==> src/sysctl_pkg.sv <==
/*
 holds register offsets, field positions and reset values for the
 system control register bank.
 assumes an 8-bit register port with byte addresses from 8'h8c to 8'h92, in the upper half of the space.
*/
package sysctl_pkg;
   localparam int ADDR_W = 8;
   localparam int DATA_W = 8;
   // register offsets
   localparam logic [7:0] OFS_PERIPHERAL_IRQ_ENABLE = 8'h8c;
   localparam logic [7:0] OFS_RESET_CAUSE_FLAGS = 8'h8e;
   localparam logic [7:0] OFS_OSCILLATOR_TRIM = 8'h90;
   localparam logic [7:0] OFS_IRQ_STATUS = 8'h91;
   localparam logic [7:0] OFS_IRQ_MASK = 8'h92;
   // enable register fields
   localparam int BIT_NVM_DONE = 7;
   localparam int BIT_CONV_DONE = 6;
   localparam int BIT_COMPARATOR = 3;
   localparam int BIT_TIMER_OVF = 0;
   localparam logic [7:0] ENABLE_MASK = 8'hc9;
   // reset-cause fields
   localparam int BIT_POWER_ON = 1;
   localparam int BIT_BROWNOUT = 0;
   localparam logic [7:0] CAUSE_MASK = 8'h03;
   // trim field
   localparam int TRIM_LSB = 2;
   localparam int TRIM_W = 6;
   localparam logic [5:0] TRIM_CENTER = 6'h20;
   // event status bits
   localparam int EV_BROWNOUT = 0;
   localparam int EV_W = 1;
   // reset values
   localparam logic [7:0] ENABLE_RST = 8'h00;
   localparam logic [1:0] CAUSE_RST = 2'h0;
endpackage

==> src/system_control_register_bank.sv <==
/*
 system control register bank: peripheral interrupt enables, reset-cause
 flags, oscillator trim, plus a brown-out event status/mask pair.
 assumes rst_i is the power-on reset, and that all inputs are synchronous
 to mclk_i; pending flags and the global enable live elsewhere.
*/
// Operation
// RULE1 - three registers at three separate addresses
// RULE2 - bit 7 gates nvm write-done request
// RULE3 - bit 6 gates conversion-done request
// RULE4 - bit 3 gates comparator request
// RULE5 - bit 0 gates timer overflow request
// RULE6 - global peripheral enable must also be set
// RULE7 - unimplemented bits always read zero
// RULE8 - power-on flag zero after power-on reset
// RULE9 - brown-out event clears brown-out flag
// RULE10 - six-bit trim field drives oscillator
// RULE11 - trim code monotonic, centre is 100000
// RULE12 - reset clears enables, loads centre trim
// RULE13 - request is flag AND enable AND global
`timescale 1ns/1ps
`default_nettype none
module system_control_register_bank
   import sysctl_pkg::*;
(
   input wire logic mclk_i,
   input wire logic rst_i,
   input wire logic [ADDR_W-1:0] addr_i,
   input wire logic [DATA_W-1:0] wdata_i,
   input wire logic wr_i,
   input wire logic rd_i,
   output logic [DATA_W-1:0] rdata_o,
   input wire logic global_peripheral_irq_en_i,
   input wire logic nvm_write_done_pend_i,
   input wire logic conversion_done_pend_i,
   input wire logic comparator_pend_i,
   input wire logic wide_timer_overflow_pend_i,
   input wire logic brownout_event_i,
   output logic nvm_write_done_req_o,
   output logic conversion_done_req_o,
   output logic comparator_req_o,
   output logic wide_timer_overflow_req_o,
   output logic [TRIM_W-1:0] trim_code_o,
   output logic irq_o
);
   logic [7:0] peripheral_irq_enable;
   logic [7:0] next_peripheral_irq_enable;
   logic [1:0] reset_cause_flags;
   logic [1:0] next_reset_cause_flags;
   logic [TRIM_W-1:0] trim_code;
   logic [TRIM_W-1:0] next_trim_code;
   logic [EV_W-1:0] irq_status;
   logic [EV_W-1:0] next_irq_status;
   logic [EV_W-1:0] irq_mask;
   logic [EV_W-1:0] next_irq_mask;
   logic [DATA_W-1:0] next_rdata;
   // one slot per gated peripheral source, slot 0 is the timer
   localparam int NUM_REQ = 4;
   localparam int REQ_BIT [NUM_REQ] = '{BIT_TIMER_OVF, BIT_COMPARATOR, BIT_CONV_DONE,
      BIT_NVM_DONE};
   logic [NUM_REQ-1:0] pend;
   logic [NUM_REQ-1:0] next_req;
   logic next_irq;
   logic wr_enable;
   logic wr_cause;
   logic wr_trim;
   logic wr_status;
   logic wr_mask;

   // address decode
   always_comb begin
      wr_enable = wr_i && (addr_i == OFS_PERIPHERAL_IRQ_ENABLE); // RULE1
      wr_cause = wr_i && (addr_i == OFS_RESET_CAUSE_FLAGS); // RULE1
      wr_trim = wr_i && (addr_i == OFS_OSCILLATOR_TRIM); // RULE1
      wr_status = wr_i && (addr_i == OFS_IRQ_STATUS);
      wr_mask = wr_i && (addr_i == OFS_IRQ_MASK);
   end

   // register next values
   always_comb begin
      next_peripheral_irq_enable = peripheral_irq_enable;
      if (wr_enable) begin
         next_peripheral_irq_enable = wdata_i & ENABLE_MASK; // RULE7
      end
      next_reset_cause_flags = reset_cause_flags;
      if (wr_cause) begin
         next_reset_cause_flags = wdata_i[1:0]; // RULE8
      end
      if (brownout_event_i) begin
         next_reset_cause_flags[BIT_BROWNOUT] = 1'b0; // RULE9
      end
      next_trim_code = trim_code;
      if (wr_trim) begin
         next_trim_code = wdata_i[TRIM_LSB +: TRIM_W]; // RULE10
      end
      next_irq_mask = irq_mask;
      if (wr_mask) begin
         next_irq_mask = wdata_i[EV_W-1:0];
      end
      // write one clears, a new event wins over the clear
      next_irq_status = irq_status;
      if (wr_status) begin
         next_irq_status = irq_status & ~wdata_i[EV_W-1:0];
      end
      if (brownout_event_i) begin
         next_irq_status[EV_BROWNOUT] = 1'b1;
      end
   end

   // read mux, data valid the cycle after the strobe
   always_comb begin
      next_rdata = 8'h00;
      if (rd_i) begin
         unique case (addr_i)
            OFS_PERIPHERAL_IRQ_ENABLE: next_rdata = peripheral_irq_enable & ENABLE_MASK; // RULE7
            OFS_RESET_CAUSE_FLAGS: next_rdata = {6'h00, reset_cause_flags}; // RULE7
            OFS_OSCILLATOR_TRIM: next_rdata = {trim_code, 2'h0}; // RULE7
            OFS_IRQ_STATUS: next_rdata = {7'h00, irq_status};
            OFS_IRQ_MASK: next_rdata = {7'h00, irq_mask};
            default: next_rdata = 8'h00;
         endcase
      end
   end

   // pending flags gathered in request slot order
   assign pend = {nvm_write_done_pend_i, conversion_done_pend_i, comparator_pend_i,
      wide_timer_overflow_pend_i};

   // gated peripheral requests, one slot per source
   // the enable's next value is used so a write and its effect land on one edge
   for (genvar ch = 0; ch < NUM_REQ; ch++) begin : g_req
      always_comb begin
         next_req[ch] = pend[ch] && next_peripheral_irq_enable[REQ_BIT[ch]]
            && global_peripheral_irq_en_i; // RULE2 RULE3 RULE4 RULE5 RULE6 RULE13
      end
   end

   // interrupt level follows unmasked event status
   always_comb begin
      next_irq = |(next_irq_status & next_irq_mask);
   end

   // state registers
   always_ff @(posedge mclk_i or posedge rst_i) begin
      if (rst_i) begin
         peripheral_irq_enable <= ENABLE_RST; // RULE12
         reset_cause_flags <= CAUSE_RST; // RULE8 RULE12
         trim_code <= TRIM_CENTER; // RULE11 RULE12
         irq_status <= '0;
         irq_mask <= '0;
         rdata_o <= 8'h00;
         nvm_write_done_req_o <= 1'b0;
         conversion_done_req_o <= 1'b0;
         comparator_req_o <= 1'b0;
         wide_timer_overflow_req_o <= 1'b0;
         trim_code_o <= TRIM_CENTER;
         irq_o <= 1'b0;
      end else begin
         peripheral_irq_enable <= next_peripheral_irq_enable;
         reset_cause_flags <= next_reset_cause_flags;
         trim_code <= next_trim_code;
         irq_status <= next_irq_status;
         irq_mask <= next_irq_mask;
         rdata_o <= next_rdata;
         nvm_write_done_req_o <= next_req[3];
         conversion_done_req_o <= next_req[2];
         comparator_req_o <= next_req[1];
         wide_timer_overflow_req_o <= next_req[0];
         trim_code_o <= next_trim_code; // RULE10 RULE11
         irq_o <= next_irq;
      end
   end
endmodule
`default_nettype wire

==> config.mk <==
export PLATFORM = sky130hd
export DESIGN_NAME = system_control_register_bank
export DESIGN_NICKNAME = d
export VERILOG_FILES = /design/src/sysctl_pkg.sv /design/src/system_control_register_bank.sv
export SDC_FILE = /design/constraint.sdc
export NUM_CORES = 1
export LEC_CHECK = 0
export BUFFER_PORTS_ARGS = -buffer_cell sky130_fd_sc_hd__buf_2
export CORE_UTILIZATION = 35
export DETAILED_ROUTE_END_ITERATION = 8
export MAX_ROUTING_LAYER = met4
export PLACE_DENSITY = 0.65
export SLEW_MARGIN = 20
export SYNTH_ARGS = -nofsm -noshare
export SYNTH_HDL_FRONTEND = slang
export SYNTH_SLANG_ARGS = --single-unit
export TNS_END_PERCENT = 10
==> constraint.sdc <==
create_clock -name mclk_i -period 1.1 [get_ports mclk_i]
set_clock_uncertainty 0.15 [all_clocks]
set_input_delay 0 -clock mclk_i [delete_from_list [all_inputs] [get_ports mclk_i]]
set_output_delay 0 -clock mclk_i [all_outputs]
set_load 0.1 [all_outputs]
==> results of run 1 <==
cells by family after synthesis:
kind of cell    after synthesis
buf+inv                      10
simple gates                 46
flops                        27
compound gates               20
mux                           8
Yosys cell counts (2+ instances only):
cell type  instances  area (um^2)
nand3b_1           2        15.01
nand3_1            8        40.04
a21oi_1            9        45.04
and3_1             3        18.77
and2_1             2        12.51
nor3_1             4        20.02
o41ai_1            2        17.52
inv_1              3        11.26
buf_2              4        20.02
o31ai_1            5        37.54
nand2_1           12        45.04
dfrtp_1           26        650.6
nand4_1            6        37.54
mux2_2             7        78.83
clkbuf_1           2        7.510
power by group through the flow:
stage	clock network (mW)	registers [mW]	logic, mW
floorplan	0	1.16	0.106
global placement	0	1.06	0.373
detailed placement	0	1.06	0.381
CTS	0.445	1.05	0.434
global route	0.487	1.05	0.468
finish	0.426	1.04	0.440
layer usage:
layer / share of wire [%] / up-vias / GRT usage (%)
li1: - / 556 / -
met1: 40 / 560 / 23.04
met2: 54 / 39 / 34.78
met3: 4.7 / 4 / 2.101
met4: 1.4 / 0 / 7.792
met5: 0 / - / -
cell usage in the layout (no fill, tap or decap), types with 4 or more instances in the layout:
| cell type | count |
|---|---|
| nand4_1 | 6 |
| buf_2 | 26 |
| nand3_1 | 7 |
| dfrtp_2 | 5 |
| a21oi_1 | 8 |
| nand2_1 | 11 |
| buf_4 | 16 |
| o31ai_1 | 4 |
| mux2_2 | 7 |
| dfrtp_1 | 21 |
| buf_12 | 19 |
| dlygate4sd3_1 | 17 |
worst paths after layout:
path / startpoint / endpoint / cells after the start
setup / recovery: wdata_i[0] / irq_o / 5
hold / removal: wr_i / irq_mask / 4
max in group asynchronous: rst_i / trim_code[5] / 4
min in group asynchronous: rst_i / trim_code[4] / 4
hold reg to reg: reset_cause_flags[1] / reset_cause_flags[1] / 1
setup reg to reg: trim_code[5] / rdata_o[7] / 3
timing repair:
item,in CTS,in global routing
hold buffers,18,2
pin swaps,0,2
setup buffers,1,0
setup endpoints to repair,7,31
endpoints found under the hold margin,54,8
resized for setup,0,7
flip-flops by register name (all words and copies together) (netlist names):
| name | count |
|---|---|
| reset_cause_flags | 2 |
| conversion_done_req_o | 1 |
| peripheral_irq_enable | 4 |
| irq_status | 1 |
| trim_code | 6 |
| irq_mask | 1 |
| wide_timer_overflow_req_o | 1 |
| nvm_write_done_req_o | 1 |
| comparator_req_o | 1 |
| irq_o | 1 |
| rdata_o | 8 |
tightest hold or removal path: stages:
cell     delay [ns]
buf_2          0.12
nand2_2        0.10
o41ai_2        0.08
nand2_1        0.06
area by class of cell:
| class | count | share of cell area (%) |
|---|---|---|
| Inverter | 3 | 0.5263 |
| Sequential cell | 27 | 32.11 |
| Clock buffer | 4 | 1.228 |
| Tap cell | 46 | 2.690 |
| Multi-Input combinational cell | 74 | 26.02 |
| Timing Repair Buffer | 78 | 37.43 |
stage by stage:
step / setup WS, ns / hold WS, ns / total power, mW / TNS [ns] / std cells
after floorplan: -0.1607 / -0.09838 / 1.265 / -2.433 / 111
after global placement: -0.2967 / -0.07917 / 1.437 / -6.225 / 209
after detailed placement: -0.3604 / -0.07016 / 1.445 / -6.772 / 209
after CTS: -0.2024 / -0.06134 / 1.925 / -0.5745 / 232
after global routing: -0.2337 / -0.07569 / 2.004 / -1.113 / 232
final: -0.1933 / -0.09049 / 1.911 / -0.5893 / 232
==> reports/qor.yml, run 1 <==
worstPathCellList: "buf_2 > dlygate4sd3_1 > nand2_1 > o41ai_4 > a22oi_1"
ys.flop_type: "dfrtp_1"
crit_type: "input port to register"
power.leakage_nw: 1.012
dp_hpwl_um: 2467
grt_overflow_total: 0
pwr-share-comb_pct: 23.0
status: "finished, violations left"
grt_first_pass_wirelength_um: 5195
intPower_mw: 1.362
num-fill-cells: 262
synthXorXnorAreaFrac_pct: 0
vias: 1159
detail-route-antenna-nets: 0
grt_max_degree: 28
final-seq-area_um2: 686.9
grt_pass1_vias: 1177
antenna_found_initial: 0
syn_area_mm2: 0.001229
p_switching_mw: 0.5485
synth_warnings: 0
syn_nets: 137
rows: 21
cap_violations: 0
synth_top_family_by_area: "simple AND/OR/NAND/NOR gates"
critPathBufInv: 2
core_area_mm2: 0.003337
post_drt_wl_per_cell_um: 14.42
final_area_mm2: 0.002140
p_sw_share_pct: 28.71
clock_power_share_pct: 22.3
crit_required_ns: 1.16
syn_inst: 111
cp_slowest_cell: "dlygate4sd3_1"
root_buffer: "clkbuf_4"
async_flop_share_pct: 100.0
crit_fanout: 4
slew_violations: 0
synth_area_per_cell_um2: 11.07
synth_compound_area_share_pct: 11.00
ys_seq_elements: 27
via_per_inst: 4.996
antennaDiodeCount: 0
setup_viol: 6
syn_to_final_growth_pct: 74.13
setup_slack_ns: -0.1933
cp_top_family: "buffers and inverters"
clock-sinks: 27
ys_types: 31
whs_ns: -0.09049
rrSetupSlack_ns: -0.04
worst_slew_pin_slew_ns: 0.3399
cts.path.max_buffers: 2
cts_tree: "done"
clkTransAtPathRegs_ns: 0.14
drc: 0
worst_skew_pair.late_latency_ns: 0.32
h-tree-depth: 1
end_kind: "register"
slew_headroom_pct: 77.16
worstPathArrival_ns: 1.35
synth-simple-area-share_pct: 22.61
synth_seq_area_share_pct: 55.09
dpl-instance-area_mm2: 0.001901
wl_um: 3345
hold_viol: 3
grtUsageTotal_pct: 19.78
gp_congestion: 0.7959
power_density_mw_per_mm2: 893.0
place.port_buffers: 44
yosys.area_share.adder_pct: 0
synth.area.mux_share_pct: 7.230
fin_nets: 213
detail_route.iter0.violations: 30
die_h_um: 61.25
max_freq_mhz: 773.2
firstDrtPassIters: 4
cp-start-kind: "input port"
hold_path.class: "input port to register"
synth_edf_count: 0
violations: "hold timing, setup timing"
post-route-period-util_pct: 117.6
dieArea_mm2: 0.003752
dieWidth_um: 61.25
utilization_pct: 64.12
irDropWorstVdd_mv: 0.4095
pin_count: 45
rsz0062_at_grt: "yes"
fin_crit_ns: 1.293
start_util_pct: 36.82
worst_path_largest_cell_delay_ns: 0.62
numCtsBuffers: 3
pwr-share-seq_pct: 54.7
drive_gt1_share_pct: 47.31
multi_input_area_um2: 556.8
Note: power is estimated with default switching activity, not from simulation.
==> run 2: changes to the inputs <==
--- a/config.mk
+++ b/config.mk
@@ -10,6 +10,7 @@
 export DETAILED_ROUTE_END_ITERATION = 8
 export MAX_ROUTING_LAYER = met4
 export PLACE_DENSITY = 0.65
+export REMOVE_ABC_BUFFERS = 1
 export SLEW_MARGIN = 20
 export SYNTH_ARGS = -nofsm -noshare
 export SYNTH_HDL_FRONTEND = slang
==> constraint.sdc (replaced) <==
create_clock -name mclk_i -period 1.1 [get_ports mclk_i]
set_clock_uncertainty 0.15 [all_clocks]
set_input_delay 0 -clock mclk_i [delete_from_list [all_inputs] [get_ports mclk_i]]
set_output_delay 0 -clock mclk_i [all_outputs]
set_load 0.05 [all_outputs]
==> run 2 against run 1 <==
- the flow still finishes with violations (hold timing, setup timing)
- count of clock-buffer cells in the layout did not move
- wire length is 5.5% lower
- core utilization shrank 6.7 points
- critical path depth is 4 lower
- sequential share of layout area up 3.2 points
- die area unchanged
- hold slack better by 0.034 ns
- final cell count is 0.43% higher
- via count is 0.52% lower
- sequential power about the same
- combinational power decreased by 20%
- non-clock buffer count is 1 higher
==> reports/qor.yml, run 2 (synthesis gave the netlist of run 1 again) <==
drc: 0
root_buffer: "clkbuf_4"
pin_count: 45
h-tree-depth: 1
num-fill-cells: 301
cp-start-kind: "register"
final_area_mm2: 0.001917
vias: 1153
place.port_buffers: 44
crit_type: "register to output port"
reg2reg_depth: 3
worst_skew_pair.late_latency_ns: 0.32
dp_cells: 212
clock-sinks: 27
utilization_pct: 57.44
cp_top_family: "flip-flops"
dieWidth_um: 61.25
status: "finished, violations left"
final-seq-area_um2: 676.9
hold_path.class: "input port to register"
via_per_inst: 4.948
slew_violations: 0
whs_ns: -0.05667
worstPathCellList: "buf_8"
post_drt_wl_per_cell_um: 13.56
rr_endpoint: "rdata_o[0]"
setup_viol: 4
cts.path.max_buffers: 2
violations: "hold timing, setup timing"
end_kind: "output port"
start_util_pct: 36.82
fin_crit_ns: 1.203
rows: 21
irDropWorstVdd_mv: 0.5342
worst_path_largest_cell_delay_ns: 0.58
syn_to_final_growth_pct: 56.01
power.leakage_nw: 0.9566
grtUsageTotal_pct: 18.09
numCtsBuffers: 3
max_freq_mhz: 831.1
finalNonFillerCells: 233
min_to: "irq_mask"
multi_input_area_um2: 536.8
core_area_mm2: 0.003337
detail-route-antenna-nets: 0
worstPathArrival_ns: 1.05
rsz0062_at_grt: "yes"
die_h_um: 61.25
gp_congestion: 0.8746
worstHoldPathCells: 4
grt_first_pass_wirelength_um: 4774
hold_viol: 4
detail_route.iter0.violations: 39
power_density_mw_per_mm2: 950.7
grt_overflow_total: 0
final_cell_mix: "29 x buf_4, 26 x dfrtp_1, 25 x buf_2"
largest_register_ffs: 8
antennaDiodeCount: 0
max_flop_register: "rdata_o"
cap_violations: 0
firstDrtPassIters: 4
grt_pass1_vias: 1097
dp_hpwl_um: 2200
min-delay-start: "wr_i"
critPathBufInv: 1
setup_slack_ns: -0.1032
dpl-instance-area_mm2: 0.001603
clkTransAtPathRegs_ns: 0.14
grt_max_degree: 28
drive_gt1_share_pct: 44.39
worst_slew_pin_slew_ns: 0.3398
antenna_found_initial: 0
cp_slowest_cell: "dfstp_2"
crit_required_ns: 0.95
crit_fanout: 2
reg2reg_from: "peripheral_irq_enable[0]"
final_common_cell: "buf_4"
fin_nets: 214
dieArea_mm2: 0.003752
cts_tree: "done"
wl_um: 3160
post-route-period-util_pct: 109.4
slew_headroom_pct: 77.35
largestRegisters: "rdata_o (8), trim_code (6), peripheral_irq_enable (4)"
rrSetupSlack_ns: 0.01
[run 2: through the flow]
| step | power, mW | hold slack [ns] | worst slack [ns] | TNS, ns |
|---|---|---|---|---|
| 2_1_floorplan | 1.186 | -0.09803 | -0.7745 | -9.155 |
| 3_3_place_gp | 1.324 | -0.08068 | -0.3301 | -6.697 |
| 3_5_place_dp | 1.332 | -0.06220 | -0.4482 | -7.095 |
| 4_1_cts | 1.831 | -0.07686 | -0.1103 | -0.2689 |
| 5_1_grt | 1.913 | -0.05432 | -0.1368 | -0.6117 |
| 6_report | 1.822 | -0.05667 | -0.1032 | -0.3430 |
[run 2: power by group]
| group | switching (mW) | internal, mW | leakage, nW |
|---|---|---|---|
| logic | 0.182 | 0.171 | 0.576 |
| registers | 0.0192 | 1.02 | 0.366 |
| clock network | 0.289 | 0.142 | 0.0150 |
[run 2: worst max path at each step]
stage	end	cells past startpoint	from
floorplan	trim_code[0]	3	addr_i[5]
global placement	irq_o	4	addr_i[2]
detailed placement	irq_o	4	addr_i[2]
CTS	trim_code_o[5]	1	trim_code[5]
global route	trim_code_o[5]	1	trim_code[5]
finish	trim_code_o[5]	1	trim_code[5]
[run 2: area by class of cell]
type	instances	area share, %
repair buffers	79	31.72
clock buffers	4	1.371
well taps	46	3.003
flip-flops and latches	27	35.31
inverters	3	0.5875
multi-input cells	74	28.00
[run 2: routing by layer]
metal / part of all wire, % / GRT usage, % / vias to the layer above
met4: 0.98 / 3.896 / 0
li1: - / - / 557
met3: 3.7 / 3.782 / 5
met5: 0 / - / -
met1: 44 / 21.42 / 557
met2: 51 / 31.52 / 34
[run 2: timing repair]
action	CTS	global route
resized for setup	18	28
hold endpoints to repair	54	11
setup buffers	1	0
setup endpoints to repair	11	24
hold buffers	16	1
==> run 3: changes to the inputs <==
--- a/config.mk
+++ b/config.mk
@@ -8,6 +8,7 @@
 export BUFFER_PORTS_ARGS = -buffer_cell sky130_fd_sc_hd__buf_2
 export CORE_UTILIZATION = 35
 export DETAILED_ROUTE_END_ITERATION = 8
+export HOLD_SLACK_MARGIN = 0.12
 export MAX_ROUTING_LAYER = met4
 export PLACE_DENSITY = 0.65
 export REMOVE_ABC_BUFFERS = 1
==> run 3 against run 2 <==
- the flow still finishes with violations (hold timing, setup timing)
- die area is the same
- wire length is the same
- combinational power is essentially flat
- sequential cell count is the same
- sequential power is essentially flat
- critical endpoint unchanged
- via count is the same
- worst setup slack is the same
- clock power is essentially flat
- non-clock buffer count is the same
- critical path depth is the same
- final area is the same
- power is the same
==> reports/qor.yml, run 3 (synthesis gave the netlist of run 1 again) <==
slew_headroom_pct: 77.35
gp_congestion: 0.8746
max_freq_mhz: 831.1
pwr-share-seq_pct: 57.0
fin_crit_ns: 1.203
wl_um: 3160
setup_viol: 4
clock_power_share_pct: 23.7
hold_path.class: "input port to register"
worst_path_largest_cell_delay_ns: 0.58
pin_count: 45
post-route-period-util_pct: 109.4
max_flop_register: "rdata_o"
whs_ns: -0.05667
grt_pass1_vias: 1095
power.leakage_nw: 0.9566
numCtsBuffers: 3
start_util_pct: 36.82
p_switching_mw: 0.4900
irDropWorstVdd_mv: 0.5342
dp_hpwl_um: 2200
num-fill-cells: 301
largest_register_ffs: 8
detail_route.iter0.violations: 32
clkTransAtPathRegs_ns: 0.14
dieWidth_um: 61.25
setup-tns-final_ns: -0.3430
clock-sinks: 27
final_common_cell: "buf_4"
rsz0062_at_grt: "yes"
antenna_found_initial: 0
cp-start-kind: "register"
detail-route-antenna-nets: 0
core_area_mm2: 0.003337
power_density_mw_per_mm2: 950.7
multi_input_area_um2: 536.8
status: "finished, violations left"
pwr-share-comb_pct: 19.4
reg2reg_from: "peripheral_irq_enable[0]"
largestRegisters: "rdata_o (8), trim_code (6), peripheral_irq_enable (4)"
critPathBufInv: 1
drc: 0
cap_violations: 0
die_h_um: 61.25
end_kind: "output port"
worstPathCellList: "buf_8"
place.port_buffers: 44
final_cell_mix: "29 x buf_4, 26 x dfrtp_1, 25 x buf_2"
hold_viol: 4
violations: "hold timing, setup timing"
worstHoldPathCells: 4
syn_to_final_growth_pct: 56.01
grt_first_pass_wirelength_um: 4774
crit_type: "register to output port"
drive_gt1_share_pct: 44.39
rrSetupSlack_ns: 0.01
crit_fanout: 2
worst_slew_pin_slew_ns: 0.3398
min-delay-start: "wr_i"
cts.path.max_buffers: 2
reg2reg_depth: 3
rr_endpoint: "rdata_o[0]"
final-seq-area_um2: 676.9
grtUsageTotal_pct: 18.09
cp_slowest_cell: "dfstp_2"
min_to: "irq_mask"
intPower_mw: 1.332
via_per_inst: 4.948
antennaDiodeCount: 0
crit_required_ns: 0.95
cts_tree: "done"
power_mw: 1.822
root_buffer: "clkbuf_4"
cp_top_family: "flip-flops"
post_drt_wl_per_cell_um: 13.56
rows: 21
slew_violations: 0
fin_nets: 214
dieArea_mm2: 0.003752
setup_slack_ns: -0.1032
worstPathArrival_ns: 1.05
grt_max_degree: 28
h-tree-depth: 1
firstDrtPassIters: 4
grt_overflow_total: 0
worst_skew_pair.late_latency_ns: 0.32
vias: 1153
p_sw_share_pct: 26.88
[run 3: final cells by class]
cell class | instances | area share [%]
inverter | 3 | 0.5875
tap | 46 | 3.003
sequential | 27 | 35.31
timing repair buffer | 79 | 31.72
clock buffer | 4 | 1.371
multi-input combinational | 74 | 28.00
[run 3: what timing repair did]
| item | in CTS | in global routing |
|---|---|---|
| hold endpoints to repair | 54 | 21 |
| endpoints found under the setup margin | 11 | 24 |
| gates resized for setup | 18 | 28 |
| hold buffers | 16 | 1 |
| setup buffers | 1 | 0 |
[run 3: metal layers]
layer / routed length [um] / up-vias / global-route usage [%]
li1: - / 557 / -
met4: 31 / 0 / 3.896
met3: 118 / 5 / 3.782
met5: 0 / - / -
met2: 1605 / 34 / 31.52
met1: 1405 / 557 / 21.42
[run 3: worst max-delay path by stage]
stage / startpoint / to / slack [ns] / depth (start not counted)
4_1_cts: trim_code[5] / trim_code_o[5] / -0.11 / 1
2_1_floorplan: addr_i[5] / trim_code[0] / -0.77 / 3
3_5_place_dp: addr_i[2] / irq_o / -0.45 / 4
5_1_grt: trim_code[5] / trim_code_o[5] / -0.14 / 1
6_report: trim_code[5] / trim_code_o[5] / -0.10 / 1
3_3_place_gp: addr_i[2] / irq_o / -0.33 / 4
[run 3: power groups by stage]
stage | clock [mW] | sequential, mW | combinational, mW
5_1_grt | 0.491 | 1.04 | 0.382
4_1_cts | 0.449 | 1.04 | 0.346
3_3_place_gp | 0 | 1.05 | 0.273
2_1_floorplan | 0 | 1.10 | 0.0854
3_5_place_dp | 0 | 1.05 | 0.279
6_report | 0.431 | 1.04 | 0.353
[run 3: through the flow]
| stage | setup slack, ns | instance area (um^2) | hold slack [ns] | std cells | utilization, % |
|---|---|---|---|---|---|
| 2_1_floorplan | -0.7745 | 1190 | -0.09803 | 104 | - |
| 3_3_place_gp | -0.3301 | 1603 | -0.08068 | 212 | 48.03 |
| 3_5_place_dp | -0.4482 | 1603 | -0.06220 | 212 | 48.03 |
| 4_1_cts | -0.1103 | 1861 | -0.07686 | 233 | 55.76 |
| 5_1_grt | -0.1368 | 1917 | -0.05432 | 233 | 57.44 |
| 6_report | -0.1032 | 1917 | -0.05667 | 233 | 57.44 |
